## src/hdl/spi_port_pkg.sv

```systemverilog
// shared constants, layouts and types of the serial port
package spi_port_pkg;
  localparam int BYTE_BITS = 8; // bits in one transfer
  localparam int CLK_PERIOD_NS = 5; // system clock period
  localparam int SLAVE_SCK_MIN_DIV = 4; // lowest legal slave sampling ratio
  localparam int HALF_W = 7; // width of the half period counter
  localparam int EDGE_W = 4; // width of the sck edge counter
  localparam int BIT_W = 3; // width of the sample counter
  localparam logic [EDGE_W-1:0] LAST_EDGE = 4'hF; // sixteenth edge
  localparam logic [BIT_W-1:0] LAST_BIT = 3'h7; // eighth sample
  // half sck period in system clocks, normal speed, by rate select
  localparam logic [HALF_W-1:0] HALF_NORM_0 = 7'h02; // divide by 4
  localparam logic [HALF_W-1:0] HALF_NORM_1 = 7'h08; // divide by 16
  localparam logic [HALF_W-1:0] HALF_NORM_2 = 7'h20; // divide by 64
  localparam logic [HALF_W-1:0] HALF_NORM_3 = 7'h40; // divide by 128
  // half sck period, double speed
  localparam logic [HALF_W-1:0] HALF_DBL_0 = 7'h01; // divide by 2
  localparam logic [HALF_W-1:0] HALF_DBL_1 = 7'h04; // divide by 8
  localparam logic [HALF_W-1:0] HALF_DBL_2 = 7'h10; // divide by 32
  localparam logic [HALF_W-1:0] HALF_DBL_3 = 7'h20; // divide by 64
  localparam logic [BYTE_BITS-1:0] DATA_RESET = 8'h00; // data reset value
  localparam logic [3:0] SYNC_RESET = 4'h8; // pins at reset: select high

  // control bits as software writes them
  typedef struct packed {
    logic xfer_irq_enable; // request irq on done
    logic port_enable; // port on
    logic bit_order_sel; // 1: lsb first
    logic master_select; // 1: master role
    logic clock_polarity; // sck idle level
    logic clock_phase; // 1: sample trailing edge
    logic rate_sel_hi; // rate select high
    logic rate_sel_lo; // rate select low
    logic double_speed_bit; // halve divider
  } ctrl_s;
  localparam ctrl_s CTRL_RESET = '0; // all off after reset

  // status bits as software reads them
  typedef struct packed {
    logic xfer_done_flag; // byte done or mode fault
    logic write_collision; // write during transfer
    logic busy; // shift cycle running
  } status_s;

  // user pin directions, 1 = output
  typedef struct packed {
    logic mosi_out;
    logic miso_out;
    logic sck_out;
    logic ss_out;
  } pin_dir_s;

  typedef enum logic {ST_IDLE, ST_RUN} mst_state_e; // master clock states

  // half period from the three rate bits
  function automatic logic [HALF_W-1:0] half_cycles(input ctrl_s c);
    logic [HALF_W-1:0] h;
    h = HALF_NORM_0;
    case ({c.double_speed_bit, c.rate_sel_hi, c.rate_sel_lo})
      3'h0: h = HALF_NORM_0;
      3'h1: h = HALF_NORM_1;
      3'h2: h = HALF_NORM_2;
      3'h3: h = HALF_NORM_3;
      3'h4: h = HALF_DBL_0;
      3'h5: h = HALF_DBL_1;
      3'h6: h = HALF_DBL_2;
      default: h = HALF_DBL_3;
    endcase
    return h;
  endfunction
endpackage

```

## src/hdl/spi_sync2.sv

```systemverilog
// two flip-flop synchroniser for pin inputs
`timescale 1ns/1ps
module spi_sync2 #(
  parameter int W = 4,
  parameter logic [W-1:0] RESET_VAL = '0
) (
  input wire logic i_ref_clk,
  input wire logic i_rst,
  input wire logic [W-1:0] i_async,
  output logic [W-1:0] o_sync
);
  logic [W-1:0] meta_reg; // first stage, read only by second

  // two stages, nothing taps the first
  always_ff @(posedge i_ref_clk or posedge i_rst) begin
    if (i_rst) begin
      meta_reg <= RESET_VAL;
      o_sync <= RESET_VAL;
    end else begin
      meta_reg <= i_async;
      o_sync <= meta_reg;
    end
  end
endmodule // spi_sync2

```

## src/hdl/spi_master_slave_port.sv

```systemverilog
// byte wide full duplex serial port, master or slave role
// Behaviour
// - master never drives select on its own
// - master data write clocks out eight bits
// - after byte, clock stops, done flag set
// - done flag with enable raises irq
// - last received byte held in buffer
// - slave with select high: idle, miso off
// - slave shifts loaded byte only when selected
// - slave sets done flag after full byte
// - slave takes new byte before rx read
// - single tx buffer, busy write is refused
// - unread received byte overwritten by next
// - mosi master to slave, miso back, together
// - enabled port gates user pin directions by role
// - seven master rates including divide by two
// - bit order lsb or msb first
// - done interrupt can wake from idle
// - select rise resets slave shift logic
// - low select input drops master, sets flag
// - rate from double speed and two bits
// - polarity sets idle, phase picks sample edge
`timescale 1ns/1ps
module spi_master_slave_port (
  input wire logic i_ref_clk,
  input wire logic i_rst,
  input wire spi_port_pkg::ctrl_s i_ctrl,
  input wire logic i_ctrl_wr,
  input wire logic [spi_port_pkg::BYTE_BITS-1:0] i_wdata,
  input wire logic i_data_wr,
  input wire logic i_data_rd,
  input wire logic i_status_rd,
  input wire spi_port_pkg::pin_dir_s i_pin_dir,
  input wire logic i_ss_out_val,
  output spi_port_pkg::ctrl_s o_ctrl,
  output spi_port_pkg::status_s o_status,
  output logic [spi_port_pkg::BYTE_BITS-1:0] o_rx_data,
  output logic o_irq,
  input wire logic i_sck,
  input wire logic i_mosi,
  input wire logic i_miso,
  input wire logic i_ss_n,
  output logic o_sck,
  output logic o_sck_oe_n,
  output logic o_mosi,
  output logic o_mosi_oe_n,
  output logic o_miso,
  output logic o_miso_oe_n,
  output logic o_ss_n,
  output logic o_ss_oe_n
);
  import spi_port_pkg::*;

  ctrl_s ctrl_reg; // control bits
  mst_state_e state_reg; // master clock state
  logic [HALF_W-1:0] div_reg; // half period down counter
  logic [EDGE_W-1:0] edge_reg; // master sck edges done
  logic sck_reg; // master sck level
  logic [BIT_W-1:0] bit_reg; // samples in this byte
  logic [BYTE_BITS-1:0] shift_reg; // shared shift register
  logic [BYTE_BITS-1:0] tx_hold_reg; // copy of last byte written while not busy
  logic [BYTE_BITS-1:0] rx_reg; // receive buffer
  logic out_reg; // serial data out bit
  logic flag_reg; // done flag
  logic wcol_reg; // write collision flag
  logic armed_reg; // status read seen with flag up
  logic sck_prev_reg; // last synced sck
  logic ss_prev_reg; // last synced select
  logic [3:0] sync_out; // synced pins
  logic ss_s, sck_s, mosi_s, miso_s; // synced pin levels

  // all pin inputs cross into the system clock
  spi_sync2 #(.W(4), .RESET_VAL(SYNC_RESET)) u_sync (
    .i_ref_clk(i_ref_clk),
    .i_rst(i_rst),
    .i_async({i_ss_n, i_sck, i_mosi, i_miso}),
    .o_sync(sync_out)
  );
  assign {ss_s, sck_s, mosi_s, miso_s} = sync_out;

  // role and event decode
  logic master, slave, slave_sel, running, mode_fault, busy;
  logic tick, last_tick, m_lead, s_edge, s_lead, ev, lead;
  logic sample_ev, setup_ev, in_bit, wr_ok, start, ss_rise;
  logic byte_done, m_done, s_done;
  logic [BYTE_BITS-1:0] shift_next;

  // first bit on the wire for the chosen order
  function automatic logic front_bit(input logic lsb_first,
                                     input logic [BYTE_BITS-1:0] d);
    return lsb_first ? d[0] : d[BYTE_BITS-1];
  endfunction

  assign master = ctrl_reg.port_enable & ctrl_reg.master_select;
  assign slave = ctrl_reg.port_enable & ~ctrl_reg.master_select;
  assign slave_sel = slave & ~ss_s;
  assign running = (state_reg == ST_RUN);
  // select used as input pulled low while master
  assign mode_fault = master & ~i_pin_dir.ss_out & ~ss_s;
  // mid byte in either role
  assign busy = running | (slave_sel & (bit_reg != '0));
  assign wr_ok = i_data_wr & ~busy;
  assign start = master & wr_ok & ~mode_fault;
  assign ss_rise = ss_s & ~ss_prev_reg;

  // master edges from the divider
  assign tick = running & (div_reg == '0);
  assign last_tick = tick & (edge_reg == LAST_EDGE);
  assign m_lead = ~edge_reg[0];
  // slave edges from sampled sck, only while selected
  assign s_edge = slave_sel & (sck_s != sck_prev_reg);
  assign s_lead = (sck_s != ctrl_reg.clock_polarity);
  assign ev = master ? tick : s_edge;
  assign lead = master ? m_lead : s_lead;
  // phase 0 samples leading, phase 1 trailing
  assign sample_ev = ev & (lead ^ ctrl_reg.clock_phase);
  assign setup_ev = ev & ~(lead ^ ctrl_reg.clock_phase);
  // master listens on miso, slave on mosi
  assign in_bit = master ? miso_s : mosi_s;
  assign byte_done = sample_ev & (bit_reg == LAST_BIT);
  assign m_done = master & last_tick;
  assign s_done = slave & byte_done;

  // next shift value, order chosen by software
  always_comb begin
    if (ctrl_reg.bit_order_sel) begin
      shift_next = {in_bit, shift_reg[BYTE_BITS-1:1]};
    end else begin
      shift_next = {shift_reg[BYTE_BITS-2:0], in_bit};
    end
  end

  // control bits; a mode fault drops master role
  always_ff @(posedge i_ref_clk or posedge i_rst) begin
    if (i_rst) begin
      ctrl_reg <= CTRL_RESET;
    end else begin
      if (i_ctrl_wr) begin
        ctrl_reg <= i_ctrl;
      end
      if (mode_fault) begin
        ctrl_reg.master_select <= 1'b0;
      end
    end
  end

  // master clock generator, stops after one byte
  always_ff @(posedge i_ref_clk or posedge i_rst) begin
    if (i_rst) begin
      state_reg <= ST_IDLE;
      div_reg <= '0;
      edge_reg <= '0;
      sck_reg <= 1'b0;
    end else begin
      case (state_reg)
        ST_IDLE: begin
          // a control write moves the idle level on the same edge
          sck_reg <= i_ctrl_wr ? i_ctrl.clock_polarity
                               : ctrl_reg.clock_polarity;
          edge_reg <= '0;
          if (start) begin
            state_reg <= ST_RUN;
            div_reg <= half_cycles(ctrl_reg) - 1'b1;
          end
        end
        default: begin
          if (~master | mode_fault) begin
            // role lost mid byte: stop at idle level
            state_reg <= ST_IDLE;
            sck_reg <= ctrl_reg.clock_polarity;
          end else if (tick) begin
            sck_reg <= ~sck_reg;
            edge_reg <= edge_reg + 1'b1;
            div_reg <= half_cycles(ctrl_reg) - 1'b1;
            if (last_tick) begin
              state_reg <= ST_IDLE;
            end
          end else begin
            div_reg <= div_reg - 1'b1;
          end
        end
      endcase
    end
  end

  // pin history for edge detection
  always_ff @(posedge i_ref_clk or posedge i_rst) begin
    if (i_rst) begin
      sck_prev_reg <= 1'b0;
      ss_prev_reg <= 1'b1;
    end else begin
      sck_prev_reg <= sck_s;
      ss_prev_reg <= ss_s;
    end
  end

  // sample counter, cleared whenever no byte can run
  always_ff @(posedge i_ref_clk or posedge i_rst) begin
    if (i_rst) begin
      bit_reg <= '0;
    end else if (~slave_sel & ~running) begin
      bit_reg <= '0;
    end else if (sample_ev) begin
      bit_reg <= (bit_reg == LAST_BIT) ? '0 : bit_reg + 1'b1;
    end
  end

  // shift register: loaded by write, restored on deselect
  always_ff @(posedge i_ref_clk or posedge i_rst) begin
    if (i_rst) begin
      shift_reg <= DATA_RESET;
      tx_hold_reg <= DATA_RESET;
    end else if (wr_ok) begin
      shift_reg <= i_wdata;
      tx_hold_reg <= i_wdata;
    end else if (slave & ss_rise) begin
      shift_reg <= tx_hold_reg;
    end else if (sample_ev) begin
      shift_reg <= shift_next;
    end
  end

  // serial out bit, loaded by write or slave deselect, else moves on setup edges
  always_ff @(posedge i_ref_clk or posedge i_rst) begin
    if (i_rst) begin
      out_reg <= 1'b0;
    end else if (wr_ok) begin
      out_reg <= front_bit(ctrl_reg.bit_order_sel, i_wdata);
    end else if (slave & ss_rise) begin
      out_reg <= front_bit(ctrl_reg.bit_order_sel, tx_hold_reg);
    end else if (setup_ev) begin
      out_reg <= front_bit(ctrl_reg.bit_order_sel, shift_reg);
    end
  end

  // receive buffer, newest byte overwrites unread one
  always_ff @(posedge i_ref_clk or posedge i_rst) begin
    if (i_rst) begin
      rx_reg <= DATA_RESET;
    end else if (byte_done) begin
      rx_reg <= shift_next;
    end
  end

  // status read then data access clears the flags
  logic clear_ev;
  assign clear_ev = armed_reg & (i_data_rd | i_data_wr);

  always_ff @(posedge i_ref_clk or posedge i_rst) begin
    if (i_rst) begin
      armed_reg <= 1'b0;
    end else if (clear_ev) begin
      armed_reg <= 1'b0;
    end else if (i_status_rd & (flag_reg | wcol_reg)) begin
      armed_reg <= 1'b1;
    end
  end

  // done flag, a new event beats the clear
  always_ff @(posedge i_ref_clk or posedge i_rst) begin
    if (i_rst) begin
      flag_reg <= 1'b0;
    end else if (m_done | s_done | mode_fault) begin
      flag_reg <= 1'b1;
    end else if (clear_ev) begin
      flag_reg <= 1'b0;
    end
  end

  // collision flag for writes into a running byte
  always_ff @(posedge i_ref_clk or posedge i_rst) begin
    if (i_rst) begin
      wcol_reg <= 1'b0;
    end else if (i_data_wr & busy) begin
      wcol_reg <= 1'b1;
    end else if (clear_ev) begin
      wcol_reg <= 1'b0;
    end
  end

  // software visible state
  assign o_ctrl = ctrl_reg;
  assign o_status = '{xfer_done_flag: flag_reg, write_collision: wcol_reg,
                      busy: busy};
  assign o_rx_data = rx_reg;
  // level request, also serves as idle wake source
  assign o_irq = flag_reg & ctrl_reg.xfer_irq_enable;

  // pin values and role gated user directions
  assign o_sck = sck_reg;
  assign o_mosi = out_reg;
  assign o_miso = out_reg;
  assign o_ss_n = i_ss_out_val;
  assign o_mosi_oe_n = ~(master & i_pin_dir.mosi_out);
  assign o_sck_oe_n = ~(master & i_pin_dir.sck_out);
  assign o_ss_oe_n = ~(master & i_pin_dir.ss_out);
  assign o_miso_oe_n = ~(slave_sel & i_pin_dir.miso_out);

  logic [4:0] tog_reg; // sck toggles in current master byte
  always_ff @(posedge i_ref_clk or posedge i_rst) begin
    if (i_rst) begin
      tog_reg <= '0;
    end else if (start) begin
      tog_reg <= '0;
    end else if (running & tick) begin
      tog_reg <= tog_reg + 1'b1;
    end
  end
endmodule // spi_master_slave_port

```

## config.mk

```make
export PLATFORM = sky130hd
export DESIGN_NAME = spi_master_slave_port
export DESIGN_NICKNAME = d
export VERILOG_FILES = /design/src/hdl/spi_port_pkg.sv /design/src/hdl/spi_sync2.sv /design/src/hdl/spi_master_slave_port.sv
export SDC_FILE = /design/constraint.sdc
export NUM_CORES = 1
export LEC_CHECK = 0
export ABC_AREA = 1
export ABC_CLOCK_PERIOD_IN_PS = 1920
export CAP_MARGIN = 20
export CORE_ASPECT_RATIO = 0.5
export CORE_UTILIZATION = 30
export DETAILED_ROUTE_END_ITERATION = 6
export DONT_BUFFER_PORTS = 1
export GPL_TIMING_DRIVEN = 0
export MAX_ROUTING_LAYER = met4
export PLACE_DENSITY_LB_ADDON = 0.1
export SLEW_MARGIN = 30
export SYNTH_ARGS = -nofsm -noshare
export SYNTH_HDL_FRONTEND = slang
export SYNTH_SLANG_ARGS = --single-unit
export TNS_END_PERCENT = 30
```

## constraint.sdc

```tcl
create_clock -name i_ref_clk -period 1.92 [get_ports i_ref_clk]
set_input_delay 0.384 -clock i_ref_clk [delete_from_list [all_inputs] [get_ports i_ref_clk]]
set_output_delay 0.384 -clock i_ref_clk [all_outputs]
set_load 0.05 [all_outputs]
```

**Word level (Yosys, flattened, before mapping)**

Index checks and enable logic that the tools add are counted.

- Output and inout bits: 29
- Register bits: 63

- Reduce and logical (&&, ||, !) cells: 13
- Add/sub/neg operators: 5
- Bitwise logic cells: 51
- Multiplexer cells: 45
- Equality and inequality tests: 12

Operator list:

| cell | count |
|---|---|
| 2-to-1 mux 7 bit | 9 |
| case mux 7 bit (6 select lines) | 1 |
| 2-to-1 mux 8 bit | 4 |
| AND 1 bit | 28 |
| 2-to-1 mux 1 bit | 24 |
| subtractor 7 x 1 -> 7 bit, second input constant | 3 |
| NOT 1 bit | 16 |
| == test 3 bit, second input constant | 4 |
| 2-to-1 mux 4 bit | 3 |
| nonzero test 2 bit | 6 |
| 2-to-1 mux 3 bit | 3 |
| nonzero test 3 bit | 3 |
| zero test 7 bit | 1 |
| 2-to-1 mux 6 bit | 1 |
| OR 1 bit | 6 |
| adder 4 x 1 -> 4 bit, second input constant | 1 |
| == test 4 bit, second input constant | 1 |
| AND reduction 2 bit | 2 |
| adder 3 x 1 -> 3 bit, second input constant | 1 |
| == test 3 x 1 -> 1 bit, second input constant | 1 |
| == test 3 x 2 -> 1 bit, second input constant | 1 |
| zero test 3 bit | 1 |
| inequality test 3 x 1 -> 1 bit, second input constant | 1 |
| inequality test 1 bit | 2 |
| 3 further kinds | 3 |

**Logic depth before layout (Yosys ltp)**

Gate-level depths: netlist (run 1).

- Depth in word-level cells: 14
- Depth in mapped cells: 11

**Modules after synthesis**

From an unflattened synthesis (run 1), not the netlist that was laid out.

- Cells, all modules: 442
- Area, all modules: 3,383.2 sq um

Modules (own cells, without submodules):

| module | cells an instance | area an instance (sq um) | instances | seq. area each (sq um) |
|---|---|---|---|---|
| spi_master_slave_port | 433 | 3,176.8 | 1 | 1,377.6 |
| spi_sync2 | 9 | 206.4 | 1 | 202.7 |

**Worst setup path before layout (run 1)**

No wires, ideal clock.

- Path kind: register to register
- From: register ctrl_reg (netlist bit o_ctrl[7])
- To: register bit_reg[0]
- Data arrival time: 1.588 ns
- Buffers on the path: 1
- Cell stages (with the launch flop): 11
- Setup slack: 0.213 ns
- Clock period less this slack: 1.707 ns
- Path through: dfrtp_1 > nand2_2 > inv_2 > nand2_2 > nand2_1 > nand2_1 > nand2_4 > nand2_4 > buf_6 > nand3_1 > nand2_1

- Cells in the longest elaborated chain, start to end: 6
- Elaborated cells on any way between the ends: 12
- Classes of those cells: mux: 3; bitwise: 8; reduce/logical: 1

RTL lines:

| what | RTL line | source |
|---|---|---|
| start, declared | spi_master_slave_port.sv:54 | `ctrl_s ctrl_reg;` |
| start signal, assigned | spi_master_slave_port.sv:139 | `ctrl_reg <= i_ctrl;` |
| AND 1 bit | spi_master_slave_port.sv:95 | `assign slave = ctrl_reg.port_enable & ~ctrl_reg.master_select;` |
| AND 1 bit | spi_master_slave_port.sv:96 | `assign slave_sel = slave & ~ss_s;` |
| AND 1 bit | spi_master_slave_port.sv:111 | `assign s_edge = slave_sel & (sck_s != sck_prev_reg);` |
| 2-to-1 mux 1 bit | spi_master_slave_port.sv:113 | `assign ev = master ? tick : s_edge;` |
| AND 1 bit | spi_master_slave_port.sv:116 | `assign sample_ev = ev & (lead ^ ctrl_reg.clock_phase);` |
| nonzero test 2 bit (no source line) | n/a |  |
| end signal, assigned | spi_master_slave_port.sv:204 | `bit_reg <= (bit_reg == LAST_BIT) ? '0 : bit_reg + 1'b1;` |
| end, declared | spi_master_slave_port.sv:59 | `logic [BIT_W-1:0] bit_reg;` |

Parallel ways exist; a longest one is shown, timed or not.
A chain may end at the register's enable or synchronous reset.

**Worst setup path in the final report (run 1)**

- From: register ctrl_reg (netlist bit o_ctrl[5])
- To: output port o_status[0] (netlist name)

- Cells in the longest elaborated chain, start to end: 5

RTL lines:

| what | RTL line | source |
|---|---|---|
| NOT 1 bit | spi_master_slave_port.sv:95 |  |
| AND 1 bit | spi_master_slave_port.sv:95 |  |
| AND 1 bit | spi_master_slave_port.sv:96 |  |
| AND 1 bit | spi_master_slave_port.sv:101 | `assign busy = running \| (slave_sel & (bit_reg != '0));` |
| OR 1 bit | spi_master_slave_port.sv:101 |  |
| end, declared | spi_master_slave_port.sv:36 | `output spi_port_pkg::status_s o_status,` |

Every way passes these cells.

==> results of run 1 <==
[cell usage after synthesis, types with 2 or more instances]
master    count
o21ai_1      11
nand2_1     168
ha_1          7
o21a_1        2
nor2_1       16
a21oi_2       2
clkbuf_1      3
nand2_2       5
nand2_4       3
nor2_2        3
xnor2_1       2
dfstp_2       3
buf_4         8
xor2_1        5
inv_1        38
nand3_2       3
nand4_1      12
buf_2         2
nand3_1      32
buf_6         3
inv_2         8
mux2_2        2
dfrtp_1      60
o21ai_0      29
[power by group through the flow]
| stage | registers [uW] | clock network [uW] | logic, uW |
|---|---|---|---|
| 2_1_floorplan | 1730 | 0 | 809 |
| 3_3_place_gp | 1780 | 0 | 967 |
| 3_5_place_dp | 1780 | 0 | 980 |
| 4_1_cts | 1760 | 1680 | 991 |
| 5_1_grt | 1790 | 1730 | 1140 |
| 6_report | 1760 | 1630 | 982 |
[path summary, 6_finish.rpt]
kind	startpoint	end	slack [ns]
setup / recovery	o_ctrl[5]	o_status[0]	0.02
hold / removal	i_ss_n	u_sync.meta_reg[3]	0.05
setup reg to reg	o_ctrl[5]	div_reg[6]	0.15
hold reg to reg	u_sync.meta_reg[0]	u_sync.o_sync[0]	0.34
max in group asynchronous	i_rst	o_ctrl[6]	0.69
min in group asynchronous	i_rst	div_reg[4]	0.56
[through the flow]
stage | setup WS, ns | hold slack, ns | total power, uW | area (sq um) | TNS (ns)
after global placement | -0.119 | 0.334 | 2750 | 3590 | -0.980
after detailed placement | -0.123 | 0.320 | 2760 | 3640 | -0.748
final | 0.0220 | 0.0471 | 4370 | 4000 | 0
after floorplan | 0.213 | 0.331 | 2540 | 3410 | 0
after global routing | -0.0541 | 0.0324 | 4660 | 4000 | -0.0902
after CTS | -0.0282 | 0.0361 | 4430 | 3970 | -0.0282
[logic make-up (layout without fill, tap and decap cells)]
group | Yosys count | count (layout)
flops | 63 | 63
xor+xnor | 7 | 7
fa+ha+maj | 7 | 7
mux | 2 | 2
compound gates | 51 | 51
buf+inv | 63 | 83
simple gates | 246 | 246
[critical path: cells and delay by family (launching register included)]
family	cells	cell delay, ns
flops	1	0.54
simple gates	4	0.38
buf+inv	2	0.27
[repair_timing]
action | in CTS | in global routing
endpoints found under the hold margin | 19 | 0
hold buffers | 1 | 0
endpoints found under the setup margin | 33 | 28
pin swaps | 0 | 1
resized for setup | 12 | 10
setup buffers | 0 | 1
[per-layer routing]
metal  vias up  share of wire, %  GRT usage (%)  routed length [microns]
met5         -                 0              -                        0
met4         0               1.2           5.15                       97
met3         9               4.1           4.47                      339
met2        43                48           25.2                     3940
met1      1302                47           20.6                     3840
li1       1432                 -              -                        -
[area by class of cell]
cell class,count,share of cell area [%]
buffer,16,3.06
multi-input combinational,313,39.1
clock inverter,4,1.13
clock buffer,12,6.16
inverter,47,4.66
sequential,63,39.8
timing repair buffer,4,1.63
tap,145,4.53
==> flow_summary.yaml, run 1 <==
routing:
  drt_iter0_drc: 135
  vias: 2786
  drc_errors: 0
  vias_per_cell: 4.61
  drt-pass1-iter-count: 6
  totalWireLength_microns: 8210
  wl_per_cell_microns: 13.6
  ant_nets: 0
global_routing:
  antenna_found_initial: 0
  grt_pass1_wl_microns: 14200
  grt_overflow: 0
  grt_max_degree: 26
  grt_util_all_layers_pct: 16.2
  grt_pass1_vias: 2707
worst_setup_path:
  crit_path_frequent_cell: "nand2_2"
  cp_cell_sequence: "inv_2 -> nand2_4 -> nor2_4 -> nand2_2 -> nand2_2 -> buf_8"
  critPathKind: "flip-flop to output port"
  cp_max_fo: 4
  arrival_ns: 1.51
  max_stage_delay_ns: 0.54
  r2r_cells: 7
  start_kind: "flip-flop"
  cp.required_ns: 1.54
  timing.critical_path.to_type: "output port"
  cpMaxStageDelayCell: "dfrtp_2"
cells_and_area:
  fill_cells: 1187
  finish.net_count: 493
  area_growth_pct: 17.5
  antennaDiodeCount: 0
  multi_input_area_sq_um: 1560
  final_core_util_pct: 36.3
  layout_common_cells: "163 x nand2_1, 53 x dfrtp_1, 36 x inv_1"
  ff_latch_area_sq_um: 1590
  stdcell_count: 604
  drive_above_1_share_pct: 16.8
  final_common_cell: "nand2_1"
  largest_reg_flops: 9
pwr:
  internal_power_uw: 2890
  comb_power_share_pct: 22.5
  pwr-share-seq_pct: 40.4
  ir_drop_v: 0.000389
  switchingPower_uw: 1480
  p_sw_share_pct: 33.9
  clkPwrFrac_pct: 37.2
  power_density_nw_per_um2: 1090
  leakage_uw: 0.00200
clocking:
  insertion_delay_ns: 0.33
  clk_path_buf_depth: 2
  cts_buffers: 9
  cts-root-buf: "clkbuf_16"
  clk_pin_slew_ns: 0.05
  cts-htree-levels: 3
  cts_sinks: 63
  cts_tree: "done"
synth:
  synth_compound_area_share_pct: 8.56
  muxShareOfSynthArea_pct: 0.662
  synth.largest_area_cell: "dfrtp_1"
  ys_top_cells_by_area: "dfrtp_1 44%, nand2_1 19%, nand3_1 4.7%"
  yosysSeqAreaShare_pct: 46.4
  synthDistinctLibCells: 36
  synthSimpleGateAreaFrac_pct: 31.4
  synthFlopType: "dfrtp_1"
  async_flop_share_pct: 100
  synth-xor-area-share_pct: 1.80
  ys_warn_count: 0
  netlist_instances: 439
  postSynthAreaPerCell_sq_um: 7.76
  synth_top_area_share_pct: 44.1
  syn-num-nets: 478
  synth-seq-cells: 63
  synth_edf_count: 0
  syn_area_sq_um: 3400
  synth_top_family_by_area: "simple AND/OR/NAND/NOR gates"
  synth_fa_ha_area_share_pct: 2.57
timing:
  drv_slew: 0
  skew_ns: 0.00687
  maxSlewHeadroom_pct: 62.5
  max_freq_mhz: 527
  rsz0062_at_grt: "true"
  fin_crit_sh_pct: 98.9
  finalSetupViolCount: 0
  min_period_ns: 1.90
  worst_pin_slew_ns: 0.563
  hold_viol: 0
flow_run:
  max_cap_viol_count: 0
worst_hold_path:
  hold_path_class: "input port to flip-flop"
  worstHoldPathCells: 0
floorplanning:
  core_sq_um: 11000
  rows: 27
  die-width_microns: 153
  die-area_sq_um: 11800
  fp.dieH_microns: 77.3
  ioPinCount: 61
  initial_core_util_pct: 30.9
outcome:
  status: "completed"
placement:
  port_buffers: 0
  dpl.hpwl_microns: 6210
  dp.cells: 586
  gp_congestion: 0.781
Power figures use the tool's default switching activity.
==> run 2: changes to the inputs <==
--- a/config.mk
+++ b/config.mk
@@ -5,7 +5,6 @@
 export SDC_FILE = /design/constraint.sdc
 export NUM_CORES = 1
 export LEC_CHECK = 0
-export ABC_AREA = 1
 export ABC_CLOCK_PERIOD_IN_PS = 1920
 export CAP_MARGIN = 20
 export CORE_ASPECT_RATIO = 0.5
==> flow_summary.yaml, run 2 <==
timing:
  drv_slew: 0
  rsz0062_at_grt: "true"
  tns_ns: -4.09
  hold_viol: 0
  min_period_ns: 2.13
  skew_ns: 0.00830
  max_freq_mhz: 469
  maxSlewHeadroom_pct: 60.1
  fin_crit_sh_pct: 111
  finalSetupViolCount: 33
  worst_pin_slew_ns: 0.599
  worst_slack_ns: -0.213
clocking:
  cts-root-buf: "clkbuf_16"
  clk_pin_slew_ns: 0.05
  cts_sinks: 63
  insertion_delay_ns: 0.33
  clk_path_buf_depth: 2
  cts_tree: "done"
  cts-htree-levels: 3
  cts_buffers: 9
synth:
  synth-seq-cells: 63
  syn-num-nets: 350
  synth_top_area_share_pct: 46.3
  synthDistinctLibCells: 54
  yosysSeqAreaShare_pct: 48.7
  synthTopCellsByCount: "60 x dfrtp_1, 46 x nand2_1, 22 x o21ai_0"
  synth_most_common_cell: "dfrtp_1"
  syn_area_sq_um: 3240
  netlist_instances: 311
  ys_warn_count: 0
  synth.largest_area_cell: "dfrtp_1"
  ys_top_cells_by_area: "dfrtp_1 46%, nand2_1 5.3%, mux2i_1 5.2%"
  synthFlopType: "dfrtp_1"
  async_flop_share_pct: 100
  postSynthAreaPerCell_sq_um: 10.4
  synth_edf_count: 0
outcome:
  status: "finished, violations left"
  violations: "setup timing"
worst_hold_path:
  worstHoldStart: "i_ss_n"
  hold_path_class: "input port to flip-flop"
  worstHoldPathCells: 0
  hold-path-endpoint: "u_sync.meta_reg[3]"
cells_and_area:
  area_growth_pct: 27.9
  stdcell_count: 486
  antennaDiodeCount: 0
  multi_input_area_sq_um: 1680
  ff_latch_area_sq_um: 1590
  final_common_cell: "dfrtp_1"
  layout_common_cells: "54 x dfrtp_1, 42 x nand2_1, 22 x buf_4"
  stdcell_area_sq_um: 4150
  drive_above_1_share_pct: 33.2
  largest_reg_flops: 9
  fill_cells: 1035
  finish.net_count: 380
worst_setup_path:
  max_stage_delay_ns: 0.50
  start_kind: "flip-flop"
  critPathKind: "flip-flop to flip-flop"
  r2r-start: "div_reg[1]"
  rrSetupSlack_ns: -0.21
  cp_cell_sequence: "inv_2 -> ha_4 -> or4b_4 -> buf_4 -> and4bb_2 -> nand4_1 -> xnor2_1 -> and2_1"
  cpLargestDelayFamily: "simple AND/OR/NAND/NOR gates"
  cp_max_fo: 4
  cpMaxStageDelayCell: "or4b_4"
  r2r_cells: 8
  arrival_ns: 2.35
  r2r_end: "edge_reg[3]"
  timing.critical_path.to_type: "flip-flop"
  path_buf_inv: 2
  cp.required_ns: 2.14
routing:
  drt-pass1-iter-count: 4
  drt_iter0_drc: 81
  ant_nets: 0
  vias: 2415
  totalWireLength_microns: 7750
  drc_errors: 0
  wl_per_cell_microns: 15.9
  vias_per_cell: 4.97
global_routing:
  grt_overflow: 0
  grt_max_degree: 39
  grt_pass1_vias: 2497
  grt_util_all_layers_pct: 15.1
  grt_pass1_wl_microns: 12400
  antenna_found_initial: 0
flow_run:
  max_cap_viol_count: 0
floorplanning:
  ioPinCount: 61
  die-width_microns: 149
  die-area_sq_um: 11300
  fp.dieH_microns: 75.5
  rows: 26
  core_sq_um: 10300
  initial_core_util_pct: 31.3
placement:
  placed_area_sq_um: 3470
  dpl.hpwl_microns: 5340
  port_buffers: 0
  dp.cells: 452
  gp_congestion: 0.778
pwr:
  power_uw: 4620
  power_density_nw_per_um2: 1110
  leakage_uw: 0.00184
  ir_drop_v: 0.000455
## run 2: stage by stage
stage          setup slack, ns  utilization (%)  hold slack, ns
2_1_floorplan           -0.182                -           0.331
3_3_place_gp             -1.05             33.3           0.337
4_1_cts                 -0.271             39.8          0.0423
5_1_grt                 -0.299             40.1          0.0339
6_report                -0.213             40.1          0.0526
3_5_place_dp            -0.705             33.6           0.261
## run 2: report_power, final
part           internal [uW]  switching (uW)  total, uW  leakage [uW]
logic                    469             644       1110      0.000917
registers               1510             237       1750      0.000776
clock network           1140             620       1760      0.000148
total                   3120            1500       4620       0.00184
## run 2: cell families (layout without fill, tap and decap cells)
logic type | after synthesis | in the layout | synth area share, %
XOR/XNOR | 6 | 6 | 1.62
AND/OR/NAND/NOR | 102 | 102 | 15.9
AO/OA/AOI/OAI | 62 | 62 | 13.1
buffers and inverters | 36 | 71 | 5.36
flip-flops | 63 | 63 | 48.7
adder cells (fa/ha/maj) | 7 | 7 | 2.70
multiplexers | 35 | 35 | 12.5
## run 2: repair_timing
action | in CTS | in global routing
gates resized for setup | 48 | 15
pin swaps | 9 | 7
endpoints found under the setup margin | 45 | 39
buffers inserted | 20 | 0
hold buffers | 1 | 0
endpoints found under the hold margin | 25 | 0
## run 2: how the worst max path moves through the flow
| stage | startpoint | slack [ns] | endpoint | depth (start not counted) |
|---|---|---|---|---|
| 3_3_place_gp | i_rst | -1.05 | o_ctrl[2] | 1 |
| 6_report | div_reg[1] | -0.21 | edge_reg[3] | 8 |
| 2_1_floorplan | o_ctrl[5] | -0.18 | o_miso | 7 |
| 3_5_place_dp | o_ctrl[5] | -0.70 | shift_reg[2] | 7 |
| 4_1_cts | div_reg[1] | -0.27 | o_rx_data[7] | 8 |
| 5_1_grt | div_reg[1] | -0.30 | o_rx_data[7] | 7 |
## run 2: worst reg2reg max path, cell delays in order (launching register included)
cell and delay, ns:
dfrtp_1 0.38, inv_2 0.08, ha_4 0.13, or4b_4 0.50, buf_4 0.17, and4bb_2 0.35, nand4_1 0.12, xnor2_1 0.14
and2_1 0.15
## run 2: routing by layer
layer / wire length, microns / up-vias / part of all wire [%] / GRT usage (%)
li1: - / 1141 / - / -
met1: 3420 / 1214 / 44 / 17.7
met2: 3860 / 50 / 50 / 25.0
met3: 365 / 10 / 4.7 / 4.73
met4: 110 / 0 / 1.4 / 5.44
met5: 0 / - / 0 / -
## run 2: cell type report
| cell class | instances | area share [%] |
|---|---|---|
| well taps | 140 | 4.23 |
| clock inverters | 7 | 2.32 |
| multi-input cells | 212 | 40.4 |
| plain buffers | 18 | 3.14 |
| flip-flops and latches | 63 | 38.3 |
| inverters | 15 | 1.42 |
| repair buffers | 22 | 4.71 |
| clock buffers | 9 | 5.43 |
